[src/pio_pkg.sv]
/*
 * Package for the panel I/O image block: image byte offsets, field positions,
 * reset values, evaluation modes and carrier structs.
 * Assumes a single 200 MHz clock domain and an active-low asynchronous reset.
 */
package pio_pkg;

  // ************************************************************
  // image geometry
  // ************************************************************
  localparam int unsigned LAMP_BYTES = 6;
  localparam int unsigned DOUT_BYTES = 2;
  localparam int unsigned FS_IN_BYTES = 5;
  localparam int unsigned FS_OUT_BYTES = 4;

  // slot 2 output byte offsets
  localparam logic [2:0] OFS_LAMP_RED_16_23 = 3'h0;
  localparam logic [2:0] OFS_LAMP_GREEN_16_23 = 3'h1;
  localparam logic [2:0] OFS_LAMP_BLUE_16_23 = 3'h2;
  localparam logic [2:0] OFS_LAMP_RED_24_31 = 3'h3;
  localparam logic [2:0] OFS_LAMP_GREEN_24_31 = 3'h4;
  localparam logic [2:0] OFS_LAMP_BLUE_24_31 = 3'h5;
  // slot 4 output byte offsets
  localparam logic [2:0] OFS_SWITCHED_OUTPUTS_16_23 = 3'h0;
  localparam logic [2:0] OFS_SWITCHED_OUTPUTS_24_31 = 3'h1;
  // slot 5 input byte offset
  localparam logic [2:0] OFS_SAFETY_SWITCH_STATUS = 3'h0;

  // ************************************************************
  // status byte fields
  // ************************************************************
  localparam int unsigned BIT_ESTOP_A = 0;
  localparam int unsigned BIT_ESTOP_B = 1;
  localparam int unsigned BIT_CONTACT_A0 = 4;
  localparam int unsigned BIT_CONTACT_B0 = 6;

  // ************************************************************
  // reset values
  // ************************************************************
  localparam logic [7:0] RST_LAMP = 8'h00;
  localparam logic [7:0] RST_DOUT = 8'h00;
  localparam logic [7:0] RST_STATUS = 8'h00;

  // ************************************************************
  // types
  // ************************************************************
  typedef enum logic [1:0] {
    PIO_PAIR_OFF,
    PIO_PAIR_SINGLE,
    PIO_PAIR_DUAL
  } pio_pair_mode_t;

  typedef enum logic [2:0] {
    PIO_LAMP_OFF,
    PIO_LAMP_RED,
    PIO_LAMP_GREEN,
    PIO_LAMP_BLUE,
    PIO_LAMP_YELLOW,
    PIO_LAMP_WHITE
  } pio_colour_t;

  // one cyclic exchange write of an output slot byte
  typedef struct packed {
    logic       valid;
    logic       slot4;
    logic [2:0] offset;
    logic [7:0] data;
  } pio_out_wr_t;

  // raw contact levels of one safe input pair
  typedef struct packed {
    logic ch1;
    logic ch0;
  } pio_pair_in_t;

endpackage

[src/pio_image.sv]
/*
 * Panel I/O process image: slot 2 lamp bytes, slot 4 output bytes and the
 * slot 5 fail-safe status byte, refreshed once per cyclic exchange.
 * Assumes the exchange logic gives one cycle_strobe per data cycle, on clk,
 * and contact pins and fault flags come asynchronously from the panel.
 * Byte writes may arrive in any order between strobes; out-of-range
 * offsets are dropped. Pair mode code 3 is treated as off. Pin changes
 * reach the status byte two clocks after they are sampled, so a strobe
 * only sees the levels that were sampled two clocks before it.
 */
`timescale 1ns/100ps
`default_nettype none

module pio_image #(
  parameter int unsigned LAMPS = 16,
  parameter int unsigned DOUTS = 16,
  parameter int unsigned DINS = 16
) (
  input wire logic clk,
  input wire logic nrst,
  input wire logic cycle_strobe,
  input wire pio_pkg::pio_out_wr_t out_wr,
  input wire pio_pkg::pio_pair_mode_t mode_pair_a,
  input wire pio_pkg::pio_pair_mode_t mode_pair_b,
  input wire pio_pkg::pio_pair_in_t safe_input_pair_a,
  input wire pio_pkg::pio_pair_in_t safe_input_pair_b,
  input wire logic fault_pair_a,
  input wire logic fault_pair_b,
  input wire logic [DINS-1:0] din_pins,
  input wire logic [2:0] fs_rd_offset,
  output logic [LAMPS-1:0] lamp_red,
  output logic [LAMPS-1:0] lamp_green,
  output logic [LAMPS-1:0] lamp_blue,
  output logic [DOUTS-1:0] dout,
  output logic [DINS-1:0] din_image,
  output logic [7:0] safety_switch_status,
  output logic [7:0] fs_rd_data
);

  // ************************************************************
  // colour decode
  // ************************************************************
  function automatic logic [2:0] pio_lamp_rgb(input logic r, input logic g, input logic b);
    logic [2:0] res;
    res = 3'h0;
    case ({r, g, b})
      3'b100: res = 3'b100;
      3'b010: res = 3'b010;
      3'b001: res = 3'b001;
      3'b110: res = 3'b110;
      3'b111: res = 3'b111;
      default: res = 3'b000;
    endcase
    return res;
  endfunction

  // pair takes part in evaluation; code 3 counts as off
  function automatic logic pio_pair_on(input pio_pkg::pio_pair_mode_t m);
    logic on;
    on = 1'b0;
    case (m)
      pio_pkg::PIO_PAIR_SINGLE: on = 1'b1;
      pio_pkg::PIO_PAIR_DUAL: on = 1'b1;
      default: on = 1'b0;
    endcase
    return on;
  endfunction

  // released button: both channels closed and no fault
  function automatic logic pio_button_free(input logic [1:0] p, input logic f);
    logic free;
    free = p[0] & p[1] & ~f;
    return free;
  endfunction

  // ************************************************************
  // input synchronisers
  // ************************************************************
  logic [5:0] sync1_q;
  logic [5:0] sync2_q;
  logic [DINS-1:0] din_s1_q;
  logic [DINS-1:0] din_s2_q;

  // contacts and fault flags, two stages before evaluation
  always_ff @(posedge clk or negedge nrst) begin
    if (!nrst) begin
      sync1_q <= 6'h00;
      sync2_q <= 6'h00;
    end else begin
      sync1_q <= {fault_pair_b, fault_pair_a, safe_input_pair_b, safe_input_pair_a};
      sync2_q <= sync1_q;
    end
  end

  // standard digital inputs, two stages before the image
  always_ff @(posedge clk or negedge nrst) begin
    if (!nrst) begin
      din_s1_q <= '0;
      din_s2_q <= '0;
    end else begin
      din_s1_q <= din_pins;
      din_s2_q <= din_s1_q;
    end
  end

  logic [1:0] pa_s;
  logic [1:0] pb_s;
  logic fa_s;
  logic fb_s;
  assign pa_s = sync2_q[1:0];
  assign pb_s = sync2_q[3:2];
  assign fa_s = sync2_q[4];
  assign fb_s = sync2_q[5];

  // ************************************************************
  // output image bytes
  // ************************************************************
  logic [7:0] lamp_q [pio_pkg::LAMP_BYTES];
  logic [7:0] dout_q [pio_pkg::DOUT_BYTES];
  logic lamp_we;
  logic dout_we;

  // out-of-range offsets fall through, byte dropped
  assign lamp_we = out_wr.valid && !out_wr.slot4 &&
    (out_wr.offset <= pio_pkg::OFS_LAMP_BLUE_24_31);
  assign dout_we = out_wr.valid && out_wr.slot4 &&
    (out_wr.offset <= pio_pkg::OFS_SWITCHED_OUTPUTS_24_31);

  always_ff @(posedge clk or negedge nrst) begin
    if (!nrst) begin
      for (int i = 0; i < pio_pkg::LAMP_BYTES; i++) begin
        lamp_q[i] <= pio_pkg::RST_LAMP;
      end
    end else if (lamp_we) begin
      lamp_q[out_wr.offset] <= out_wr.data;
    end
  end

  always_ff @(posedge clk or negedge nrst) begin
    if (!nrst) begin
      for (int i = 0; i < pio_pkg::DOUT_BYTES; i++) begin
        dout_q[i] <= pio_pkg::RST_DOUT;
      end
    end else if (dout_we) begin
      dout_q[out_wr.offset[0]] <= out_wr.data;
    end
  end

  // ************************************************************
  // lamp and output drive, applied at the cycle boundary
  // ************************************************************
  logic [LAMPS-1:0] red_d;
  logic [LAMPS-1:0] green_d;
  logic [LAMPS-1:0] blue_d;
  logic [DOUTS-1:0] dout_d;

  // lamp n takes bit n%8 of one red, green, blue byte triple
  genvar gl;
  generate
    for (gl = 0; gl < LAMPS; gl++) begin : g_lamp
      localparam int unsigned GRP = (gl / 8) * 3;
      localparam int unsigned BIT = gl % 8;
      assign {red_d[gl], green_d[gl], blue_d[gl]} =
        pio_lamp_rgb(lamp_q[GRP][BIT], lamp_q[GRP+1][BIT], lamp_q[GRP+2][BIT]);
    end
    for (gl = 0; gl < DOUTS; gl++) begin : g_dout
      assign dout_d[gl] = dout_q[gl / 8][gl % 8];
    end
  endgenerate

  // whole image switches at once, never half a write sequence
  always_ff @(posedge clk or negedge nrst) begin
    if (!nrst) begin
      lamp_red <= '0;
      lamp_green <= '0;
      lamp_blue <= '0;
    end else if (cycle_strobe) begin
      lamp_red <= red_d;
      lamp_green <= green_d;
      lamp_blue <= blue_d;
    end
  end

  always_ff @(posedge clk or negedge nrst) begin
    if (!nrst) begin
      dout <= '0;
    end else if (cycle_strobe) begin
      dout <= dout_d;
    end
  end

  // ************************************************************
  // standard input image
  // ************************************************************
  // inputs claimed by an active pair leave the standard image
  logic [DINS-1:0] safe_mask;
  always_comb begin
    safe_mask = '0;
    if (pio_pair_on(mode_pair_a)) begin
      safe_mask[1:0] = 2'b11;
    end
    if (pio_pair_on(mode_pair_b)) begin
      safe_mask[3:2] = 2'b11;
    end
  end

  always_ff @(posedge clk or negedge nrst) begin
    if (!nrst) begin
      din_image <= '0;
    end else if (cycle_strobe) begin
      din_image <= din_s2_q & ~safe_mask;
    end
  end

  // ************************************************************
  // fail-safe status evaluation
  // ************************************************************
  logic [7:0] status_a_d;
  logic [7:0] status_b_d;
  logic [7:0] status_d;

  // first pair: contacts on bits 5:4 or button on bit 0
  always_comb begin
    status_a_d = 8'h00;
    case (mode_pair_a)
      pio_pkg::PIO_PAIR_SINGLE: begin
        status_a_d[pio_pkg::BIT_CONTACT_A0 +: 2] = pa_s;
      end
      pio_pkg::PIO_PAIR_DUAL: begin
        status_a_d[pio_pkg::BIT_ESTOP_A] = pio_button_free(pa_s, fa_s);
      end
      default: begin
      end
    endcase
  end

  // second pair: button on bit 1 only beside a first-pair button
  always_comb begin
    status_b_d = 8'h00;
    case (mode_pair_b)
      pio_pkg::PIO_PAIR_SINGLE: begin
        status_b_d[pio_pkg::BIT_CONTACT_B0 +: 2] = pb_s;
      end
      pio_pkg::PIO_PAIR_DUAL: begin
        if (mode_pair_a == pio_pkg::PIO_PAIR_DUAL) begin
          status_b_d[pio_pkg::BIT_ESTOP_B] = pio_button_free(pb_s, fb_s);
        end
      end
      default: begin
      end
    endcase
  end

  // the pairs own disjoint bits, so merging is a plain or
  assign status_d = status_a_d | status_b_d;

  always_ff @(posedge clk or negedge nrst) begin
    if (!nrst) begin
      safety_switch_status <= pio_pkg::RST_STATUS;
    end else if (cycle_strobe) begin
      safety_switch_status <= status_d;
    end
  end

  // ************************************************************
  // fail-safe input area read, five bytes from base x
  // ************************************************************
  logic [7:0] fs_rd_d;
  // only byte 0 carries data; the other four input bytes read zero
  always_comb begin
    fs_rd_d = 8'h00;
    case (fs_rd_offset)
      pio_pkg::OFS_SAFETY_SWITCH_STATUS: fs_rd_d = safety_switch_status;
      default: fs_rd_d = 8'h00;
    endcase
  end

  always_ff @(posedge clk or negedge nrst) begin
    if (!nrst) begin
      fs_rd_data <= 8'h00;
    end else begin
      fs_rd_data <= fs_rd_d;
    end
  end

endmodule
`default_nettype wire

[config.mk]
export PLATFORM = sky130hd
export DESIGN_NAME = pio_image
export DESIGN_NICKNAME = d
export VERILOG_FILES = /design/src/pio_pkg.sv /design/src/pio_image.sv
export SDC_FILE = /design/constraint.sdc
export NUM_CORES = 1
export LEC_CHECK = 0
export ABC_AREA = 1
export BUFFER_PORTS_ARGS = -buffer_cell sky130_fd_sc_hd__buf_2
export CELL_PAD_IN_SITES_DETAIL_PLACEMENT = 1
export CELL_PAD_IN_SITES_GLOBAL_PLACEMENT = 2
export CORE_AREA = 5 5 175 160
export DETAILED_ROUTE_END_ITERATION = 10
export DIE_AREA = 0 0 180 165
export PLACE_DENSITY_LB_ADDON = 0.05
export RECOVER_POWER = 25
export SYNTH_ARGS = -nofsm -noshare
export SYNTH_HDL_FRONTEND = slang
export SYNTH_SLANG_ARGS = --single-unit
[constraint.sdc]
create_clock -name clk -period 0.8 [get_ports clk]
set_input_delay 0.04 -clock clk [delete_from_list [all_inputs] [get_ports clk]]
set_output_delay 0.04 -clock clk [all_outputs]
set_load 0.02 [all_outputs]
### Word level (Yosys, flattened, before mapping)

Index checks and enable logic that the tools add are counted.

* reduce and logical (&&, ||, !) cells: 10
* order comparisons: 6
* muxes and demuxes: 32
* bitwise gates (word level): 11
* equality and inequality tests: 84

Operators by type and width (number)
* 3-bit case mux with 5 select lines: 16
* 3-bit equality test, second input constant: 48
* 48-bit bitwise mux: 1
* 3-bit by 1-bit equality test with 1-bit output, second input constant: 16
* 3-bit by 2-bit equality test with 1-bit output, second input constant: 16
* 8-bit demux with 3-bit select: 1
* 8-bit two-way mux: 3
* 16-bit AND: 1
* 16-bit bitwise mux: 1
* 4-bit NOT with 16-bit output: 1
* 8-bit demux with 1-bit select: 1
* 2-bit two-way mux: 4
* 6-bit by 8-bit OR with 8-bit output: 1
* 1-bit logical AND: 6
* 1-bit two-way mux: 5
* 1-bit AND: 4
* 2-bit by 1-bit equality test with 1-bit output, second input constant: 2
* 2-bit equality test, second input constant: 2
* 4-bit greater-or-equal comparator, second input constant: 1
* 4-bit by 1-bit < comparator with 1-bit output, second input constant: 1
* 3-bit NOT with 4-bit output: 1
* 2-bit OR reduction: 2
* 3-bit by 1-bit less-or-equal comparator with 1-bit output, second input constant: 1
* 3-bit less-or-equal comparator, second input constant: 1
* 6 further kinds: 7

* output and inout bits: 96
* register bits after elaboration: 204
* bits of input ports: 45
* word-level logic and storage cells: 162

### Depth between registers and ports, before layout

Gate-level depths: netlist of run 1.

* word-level depth: 6
* depth in mapped cells: 6
* mapped depth without buffers: 5

### Worst setup path after synthesis of run 1

No wires, ideal clock.

* kind: input to register
* start point: input port out_wr[8] (netlist name)
* end point: register lamp_q[14] (netlist name)
* stages: 5
* required time: 0.734 ns
* setup time: 0.066 ns
* arrival time: 0.765 ns
* path buffers: 2
* path slack: -0.031 ns
* path through: buf_2 inv_2 clkbuf_1 nand3_1 nand2_1

* word-level cells in the longest chain between the ends: 6
* elaborated cells between the ends (all ways): 9
* those cells by class: order compare: 3; mux: 3; bitwise: 1; reduce/logical: 2

RTL lines
* from (decl): line pio_image.sv:22 `input wire pio_pkg::pio_out_wr_t out_wr,`
* 3-bit NOT with 4-bit output (not written as such): line pio_image.sv:135 `lamp_q[out_wr.offset] <= out_wr.data;`
* 4-bit greater-or-equal comparator (not written as such) / 4-bit by 1-bit < comparator with 1-bit output (equally long branches): line pio_image.sv:135
* 1-bit logical AND (not written as such): line pio_image.sv:135
* 8-bit two-way mux (not written as such): line pio_image.sv:135
* 8-bit demux with 3-bit select: line pio_image.sv:135
* 48-bit bitwise mux: line pio_image.sv:135
* to (signal, indexed assignment): line pio_image.sv:132 `lamp_q[i] <= pio_pkg::RST_LAMP;`
* to (signal, indexed assignment): line pio_image.sv:135
* to (decl): line pio_image.sv:118 `logic [7:0] lamp_q [pio_pkg::LAMP_BYTES];`

Parallel ways exist; a longest one is shown, timed or not.
A chain may end at the register's enable or synchronous reset.

### Final worst setup path of run 1

* start point: register lamp_blue[0]
* end point: output port lamp_blue[0]

RTL lines
* from (decl): line pio_image.sv:33 `output logic [LAMPS-1:0] lamp_blue,`
* from (signal assigned): line pio_image.sv:180 `lamp_blue <= blue_d;`

No word-level cell between the ends.

==> impl_metrics.ini, run 1 <==
[yosys]
ys_ff_latch = 200
async_reset_ff_share_pct = 100
ys_types = 21
netlist.area_leader.share_pct = 65.6
syn-instance-count = 784
synth.cell_area_sq_um = 7630
yosysTopAreaCell = dfrtp_1
synth_area_leaders = dfrtp_1, nand2_1, o21ai_0
syn_avg_cell_area_sq_um = 9.73
synth-edff-count = 0
yosysMostFrequentCell = nand2_1
yosysWarnings = 0
synthTopCellsByCount = nand2_1, dfrtp_1, o21ai_0
synth_seq_area_share_pct = 65.6
synth_flop_cell = dfrtp_1

[die]
die_width_microns = 180
io-pin-count = 141
die_area_sq_um = 29700
core_area_sq_um = 25900
start_util_pct = 29.5
rows = 56
die_y_microns = 165

[sta]
period_share_pct = 140
slew_viol_final = 0
hold_violations = 1
timing.fmax_ghz = 0.894
period_minus_slack_ps = 1120
tightestPinTransition_ps = 594
layout_setup_ws_ps = -319
hold_slack_ps = -9.84
rsz0062_at_grt = true
setup_violations = 120
clock_skew_ps = 9.69
max_slew_margin_pct = 60.4

[power_and_ir_drop]
power_frac_clock_pct = 30.6
power_frac_seq_pct = 44.7
p_sw_share_pct = 32.0
total_leakage_power_uw = 0.00570
powerDensity_nw_per_um2 = 2560
p_sw_uw = 9440
p_int_uw = 20000
combinationalPowerShare_pct = 24.7
ir_worst_vdd_mv = 1.23
power.total_uw = 29500

[cells_and_area]
regArea_sq_um = 5030
n_antenna_cell = 0
multi_input_area_sq_um = 2470
nNetsFinal = 1106
fillCellCount = 2846
drive_gt1_share_pct = 36.9
final_cell_area_sq_um = 11500
syn2layout_area_growth_pct = 51.0

[global_route]
antenna_found_initial = 0
grt_pass1_vias = 6891
grt_first_pass_wirelength_mm = 37.2
grt_max_degree = 59
grt_usage_pct = 15.7
overflow = 0

[placed_design]
gp_congestion = 0.760
dpl_cell_area_sq_um = 9090
numPortBuffers = 136
hpwl_mm = 15.7

[clocking]
htree_num_levels = 4
cts_hold_buf = 35
ctsLongestPathBuffers = 2
cts_sinks = 200
path_clk_slew_ps = 80
clock_latency_ps = 440
numCtsBuffers = 17
root_buffer = clkbuf_16
cts_tree = yes

[outcome]
violations = hold timing, setup timing
status = finished, violations left

[routing]
drtIter0Drc = 201
post_drt_via_cell_ratio = 4.46
drt_first_pass_iters = 4
route.detailed.drc = 0
wl_mm = 23.0
drt-wirelength-per-cell_microns = 16.2
vias = 6327
antenna_left = 0

[critical_path]
cp_max_fo = 2
critPathCaptureType = output port
cp.arrival_ps = 1080
start_kind = flop
crit_required_ps = 760
worstSetupPathType = flop to output port

[flow_run]
drv_cap = 0

[hold_path]
min_path_type = input port to flop
[routing by layer]
layer  track usage, %  share of wire (%)
met3             3.22                3.1
met5                0                  0
met1             20.9                 47
met4             3.60               0.98
met2             26.6                 49
[per-stage QoR]
step                util [%]  setup TNS [ps]  instances  setup WS, ps
finish                  44.5          -20360       1418          -319
global route            44.5          -31100       1418          -364
CTS                     42.6          -22100       1387          -354
detailed placement      35.2          -12300       1282          -208
global placement        35.2           -9460       1282          -171
floorplan                  -               0        787          10.8
[layout by cell type (no fill, tap or decap), types with 2 or more instances in the layout]
cell type / netlist / final
nor2_4: 1 / 3
dfrtp_2: 0 / 24
xor2_1: 10 / 10
inv_2: 4 / 16
nand3_1: 46 / 45
clkbuf_16: 0 / 17
dlygate4sd3_1: 0 / 35
nand4_1: 38 / 38
nor2_2: 3 / 8
clkbuf_1: 17 / 5
buf_2: 15 / 38
o21ai_0: 76 / 7
nand3_2: 3 / 4
nand2_1: 289 / 274
dfrtp_1: 200 / 176
buf_4: 7 / 83
inv_1: 32 / 17
inv_4: 0 / 2
inv_6: 0 / 5
buf_12: 0 / 10
clkinv_8: 0 / 7
nand2_2: 0 / 15
o21ai_1: 10 / 47
o21ai_2: 0 / 31
conb_1: 1 / 4
clkinv_2: 1 / 2
buf_6: 0 / 125
ha_1: 4 / 4
nor2_1: 20 / 13
[critical path, cell delays in order, from the launching register on]
cell and delay, ps:
dfrtp_1 410, buf_6 120, buf_6 120
[power by group through the flow]
stage	clock network [uW]	registers, uW	logic, uW
after floorplan	0	13600	1720
after global placement	0	12900	4740
after detailed placement	0	12900	4870
after CTS	9370	13000	6590
after global routing	9830	13400	7980
final	9030	13200	7280
[cell type report]
type / count / share of cell area (%)
clock inverters: 15 / 1.80
clock buffers: 17 / 3.69
inverters: 37 / 1.27
flip-flops and latches: 200 / 43.7
multi-input cells: 504 / 21.4
well taps: 348 / 3.78
repair buffers: 297 / 24.3
[flip-flops by register name (all words and copies together) (netlist names)]
register and flops:
din_image 16, din_s1_q 16, din_s2_q 16, dout 16, dout_d 16, fs_rd_data 6, lamp_blue 16, lamp_green 16
lamp_q 48, lamp_red 16, safety_switch_status 6, sync1_q 6, sync2_q 6
[cells by family after synthesis]
| group | Yosys count | synth area share [%] |
|---|---|---|
| compound gates | 86 | 5.64 |
| xor+xnor | 10 | 1.15 |
| fa+ha+maj | 4 | 0.656 |
| buf+inv | 83 | 4.76 |
| flops | 200 | 65.6 |
| other cells | 1 | 0.0492 |
| simple gates | 400 | 22.1 |
[final timing paths]
check	start	endpoint	slack, ps	cells after the start
max in group asynchronous	nrst	lamp_q[22]	0	3
min	mode_pair_a[1]	din_image[0]	-10	4
max	lamp_blue[0]	lamp_blue[0]	-320	2
max reg2reg	lamp_q[33]	lamp_blue[1]	-70	2
min in group asynchronous	nrst	fs_rd_data[0]	170	2
min reg2reg	din_s1_q[3]	din_s2_q[3]	350	0
[what timing repair did]
action                                  CTS  global route
endpoints found under the setup margin  135           157
setup buffers                            38            37
gates resized for setup                 263           122
pin swaps                                24            38
endpoints found under the hold margin   287             1
(Power assumes the default switching activity.)
==> run 2, diff against run 1 <==
==> constraint.sdc (replaced) <==
create_clock -name clk -period 0.8 [get_ports clk]
set_input_delay 0.16 -clock clk [delete_from_list [all_inputs] [get_ports clk]]
set_output_delay 0.16 -clock clk [all_outputs]
set_load 0.02 [all_outputs]
==> run 2 against run 1 <==
Net effect:
- critical endpoint is now lamp_blue[3]
- highest routed layer is now met5
- non-clock buffer count is 12 lower
- sequential power hardly changed
- flip-flop and latch count stayed put
- largest power group unchanged
- the flow finishes with violations (setup timing)
- first-iteration DRC count is 49% higher
- via count is 0.13% higher
==> impl_metrics.ini, run 2 (synthesis gave the netlist of run 1 again) <==
[clocking]
path_clk_slew_ps = 80
root_buffer = clkbuf_16
numCtsBuffers = 17
htree_num_levels = 4
ctsLongestPathBuffers = 2
cts_sinks = 200
clock_latency_ps = 430
cts_tree = yes

[critical_path]
worstSetupPathType = flop to output port
crit_required_ps = 640
cp.arrival_ps = 990
crit_family = flip-flops
r2r-start = lamp_blue[7]
crit_slowest_cell = dfrtp_1
path_buf_inv = 1
start_kind = flop
r2r_cells = 4
cp_max_fo = 2
cp_num_cells = 1
crit_chain = buf_6
r2r_slack_ps = -120
critPathCaptureType = output port
slowest_delay_ps = 420
reg2reg_to = lamp_blue[7]

[cells_and_area]
multi_input_area_sq_um = 2530
mostFrequentLayoutCells = nand2_1, dfrtp_1, buf_6
layout_commonest_cell = nand2_1
fillCellCount = 2848
regArea_sq_um = 5030
largest_reg_flops = 48
finalNonFillerCells = 1406
nNetsFinal = 1094
final_cell_area_sq_um = 11500
n_antenna_cell = 0
drive_gt1_share_pct = 38.2
syn2layout_area_growth_pct = 50.3
largest-register = lamp_q

[hold_path]
min_path_type = input port to flop
hp-start = out_wr[5]
hold_end = lamp_q[5]
whs_path_depth = 3

[routing]
drt-wirelength-per-cell_microns = 16.1
route.detailed.drc = 0
post_drt_via_cell_ratio = 4.51
drt_first_pass_iters = 4
vias = 6335
drtIter0Drc = 300
antenna_left = 0
wl_mm = 22.6

[power_and_ir_drop]
power.total_uw = 29300
total_leakage_power_uw = 0.00566
powerDensity_nw_per_um2 = 2560
ir_worst_vdd_mv = 1.46

[sta]
period_minus_slack_ps = 1150
timing.fmax_ghz = 0.867
slew_viol_final = 0
clock_skew_ps = 8.30
period_share_pct = 144
hold_slack_ps = 88.7
tightestPinTransition_ps = 608
layout_setup_ws_ps = -354
rsz0062_at_grt = true
max_slew_margin_pct = 59.5
setup_violations = 302
hold_violations = 0

[global_route]
grt_usage_pct = 15.3
grt_first_pass_wirelength_mm = 36.5
antenna_found_initial = 1
overflow = 0
grt_max_degree = 52
grt_pass1_vias = 6883

[die]
die_width_microns = 180
core_area_sq_um = 25900
start_util_pct = 29.5
io-pin-count = 141
die_area_sq_um = 29700
rows = 56
die_y_microns = 165

[placed_design]
numPortBuffers = 136
hpwl_mm = 15.4
dpl_cell_area_sq_um = 9170
gp_congestion = 0.763
place_inst = 1281

[outcome]
violations = setup timing
status = finished, violations left

[flow_run]
drv_cap = 0
## run 2: cell count changes in the layout (fill, tap and decap cells not counted), sizes merged
| cell | previous run | this run |
|---|---|---|
| buf | 256 | 257 |
| bufinv | 1 | 0 |
| clkinv | 10 | 6 |
| clkbuf | 23 | 22 |
| dlygate4sd3 | 35 | 23 |
| inv | 41 | 46 |
## run 2: final cells by class
class / instances / share of cell area (%)
clock buffers: 17 / 3.71
repair buffers: 285 / 23.6
clock inverters: 15 / 1.66
flip-flops and latches: 200 / 43.9
inverters: 37 / 1.27
well taps: 348 / 3.80
multi-input cells: 504 / 22.1
## run 2: how the worst max path moves through the flow
| stage | slack (ps) | endpoint | from |
|---|---|---|---|
| finish | -350 | lamp_blue[3] | lamp_blue[3] |
| global route | -400 | lamp_blue[1] | lamp_blue[1] |
| CTS | -380 | lamp_green[10] | lamp_green[10] |
| detailed placement | -340 | lamp_q[15] | out_wr[10] |
| global placement | -310 | lamp_q[40] | out_wr[10] |
| floorplan | -30 | din_image[2] | cycle_strobe |
## run 2: where the power goes
part / internal, uW / switching, uW
clock: 4330 / 4560
combinational: 3800 / 3500
sequential: 11700 / 1460
total: 19800 / 9520
## run 2: routing by layer
metal  share of wire [%]  track usage, %
met5               0.031               0
met4                 1.3            4.09
met3                 3.6            3.30
met2                  49            25.8
met1                  46            20.2
## run 2: repair_timing
item,CTS,global route
setup endpoints to repair,134,156
hold buffers,23,0
buffers inserted,41,35
endpoints found under the hold margin,222,0
gates resized for setup,262,125
pin swaps,28,34
## run 2: metrics by stage
| step | utilization (%) | TNS, ps | setup slack (ps) |
|---|---|---|---|
| 3_5_place_dp | 35.5 | -28160 | -343 |
| 3_3_place_gp | 35.5 | -25610 | -313 |
| 2_1_floorplan | - | -987 | -28.7 |
| 6_report | 44.3 | -50780 | -354 |
| 4_1_cts | 42.4 | -32880 | -385 |
| 5_1_grt | 44.3 | -79470 | -405 |
==> run 3, diff against run 2 <==
- RECOVER_POWER: 25 -> unset
==> run 3 against run 2 <==
Net effect:
- the run still ends with setup timing left
- sequential share of layout area fell by 0.053 points
- routed wire length barely moved
- flip-flop and latch count did not move
- die area did not move
- final cell count did not move
- maximum frequency fell by 0.15%
- non-clock buffer count did not move
- highest routed layer unchanged
==> impl_metrics.ini, run 3 (synthesis gave the netlist of run 1 again) <==
[outcome]
status = finished, violations left
violations = setup timing

[placed_design]
pre_cts_ws_ps = -343
gp_congestion = 0.763
numPortBuffers = 136
hpwl_mm = 15.4
place_inst = 1281

[routing]
drtIter0Drc = 295
vias = 6336
antenna_left = 0
post_drt_via_cell_ratio = 4.51
drt_first_pass_iters = 4
route.detailed.drc = 0
wl_mm = 22.6
drt-wirelength-per-cell_microns = 16.1

[cells_and_area]
layout_commonest_cell = nand2_1
finalNonFillerCells = 1406
largest-register = lamp_q
mostFrequentLayoutCells = nand2_1, dfrtp_1, buf_6
nNetsFinal = 1094
largest_reg_flops = 48
syn2layout_area_growth_pct = 50.5
drive_gt1_share_pct = 38.6
n_antenna_cell = 0

[clocking]
cts_sinks = 200
htree_num_levels = 4
clock_latency_ps = 430
ctsLongestPathBuffers = 2
path_clk_slew_ps = 80
numCtsBuffers = 17
root_buffer = clkbuf_16
cts_tree = yes

[sta]
period_share_pct = 144
period_minus_slack_ps = 1160
setup_violations = 114
hold_violations = 0
rsz0062_at_grt = true
timing.fmax_ghz = 0.865
layout_setup_ws_ps = -356
clock_skew_ps = 8.30
slew_viol_final = 0

[die]
die_width_microns = 180
die_y_microns = 165
core_area_sq_um = 25900
rows = 56
die_area_sq_um = 29700
start_util_pct = 29.5
io-pin-count = 141

[flow_run]
drv_cap = 0

[critical_path]
path_buf_inv = 1
crit_family = flip-flops
slowest_delay_ps = 420
cp.arrival_ps = 1000
worstSetupPathType = flop to output port
cp_max_fo = 2
start_kind = flop
crit_slowest_cell = dfrtp_1
crit_chain = buf_6
crit_required_ps = 640
critPathCaptureType = output port

[global_route]
overflow = 0
grt_max_degree = 52
grt_usage_pct = 15.3
antenna_found_initial = 1
grt_first_pass_wirelength_mm = 36.5
grt_pass1_vias = 6883

[power_and_ir_drop]
powerDensity_nw_per_um2 = 2560
p_sw_share_pct = 32.5
p_int_uw = 19800
p_sw_uw = 9530
power_frac_clock_pct = 30.3
total_leakage_power_uw = 0.00567
power_frac_seq_pct = 44.8
ir_worst_vdd_mv = 1.46
combinationalPowerShare_pct = 24.9

[hold_path]
min_path_type = input port to flop
-- run 3: cell types whose count changed in the layout (fill, tap and decap cells not counted), sizes merged --
| cell | change |
|---|---|
| clkbuf | -4 |
| buf | +4 |
-- run 3: final timing paths --
| check | startpoint | end | slack, ps | cells past startpoint |
|---|---|---|---|---|
| max | lamp_blue[1] | lamp_blue[1] | -360 | 1 |
| min | out_wr[5] | lamp_q[5] | 90 | 3 |
| max reg2reg | lamp_blue[7] | lamp_blue[7] | -120 | 4 |
| min reg2reg | din_s1_q[8] | din_s2_q[8] | 350 | 0 |
| max in group asynchronous | nrst | lamp_q[42] | 110 | 3 |
| min in group asynchronous | nrst | din_s1_q[1] | 160 | 2 |
-- run 3: metrics by stage --
stage                     hold slack, ps  setup TNS [ps]  util, %  total power, uW  cell area (sq um)
after floorplan                     -136            -987        -            15400               7750
after global placement              41.2          -25610     35.5            17600               9170
after detailed placement            46.5          -28160     35.5            17800               9170
after CTS                           74.3          -32880     42.4            28900              11000
after global routing                81.5          -36660     44.4            31000              11500
final                               88.7          -30930     44.4            29300              11500
-- run 3: power groups by stage --
stage / logic [uW] / registers [uW] / clock network [uW]
floorplan: 1780 / 13600 / 0
global placement: 4750 / 12900 / 0
detailed placement: 4890 / 12900 / 0
CTS: 6640 / 13000 / 9260
global route: 8020 / 13400 / 9670
finish: 7310 / 13100 / 8890
-- run 3: cell type report --
class	instances	area, sq um
Clock inverter	15	190
Multi-Input combinational cell	504	2530
Tap cell	348	435
Fill cell	2845	14400
Inverter	37	145
Sequential cell	200	5030
Clock buffer	17	425
Timing Repair Buffer	285	2720
-- run 3: repair_timing --
| item | CTS | global route |
|---|---|---|
| hold endpoints to repair | 222 | 0 |
| buffers inserted | 41 | 35 |
| pin swaps | 28 | 34 |
| hold buffers | 23 | 0 |
| gates resized for setup | 262 | 125 |
| endpoints found under the setup margin | 134 | 156 |
-- run 3: layer usage --
metal / share of wire (%) / global-route usage (%)
met1: 46 / 20.2
met2: 49 / 25.8
met3: 3.6 / 3.30
met4: 1.3 / 4.09
met5: 0.031 / 0
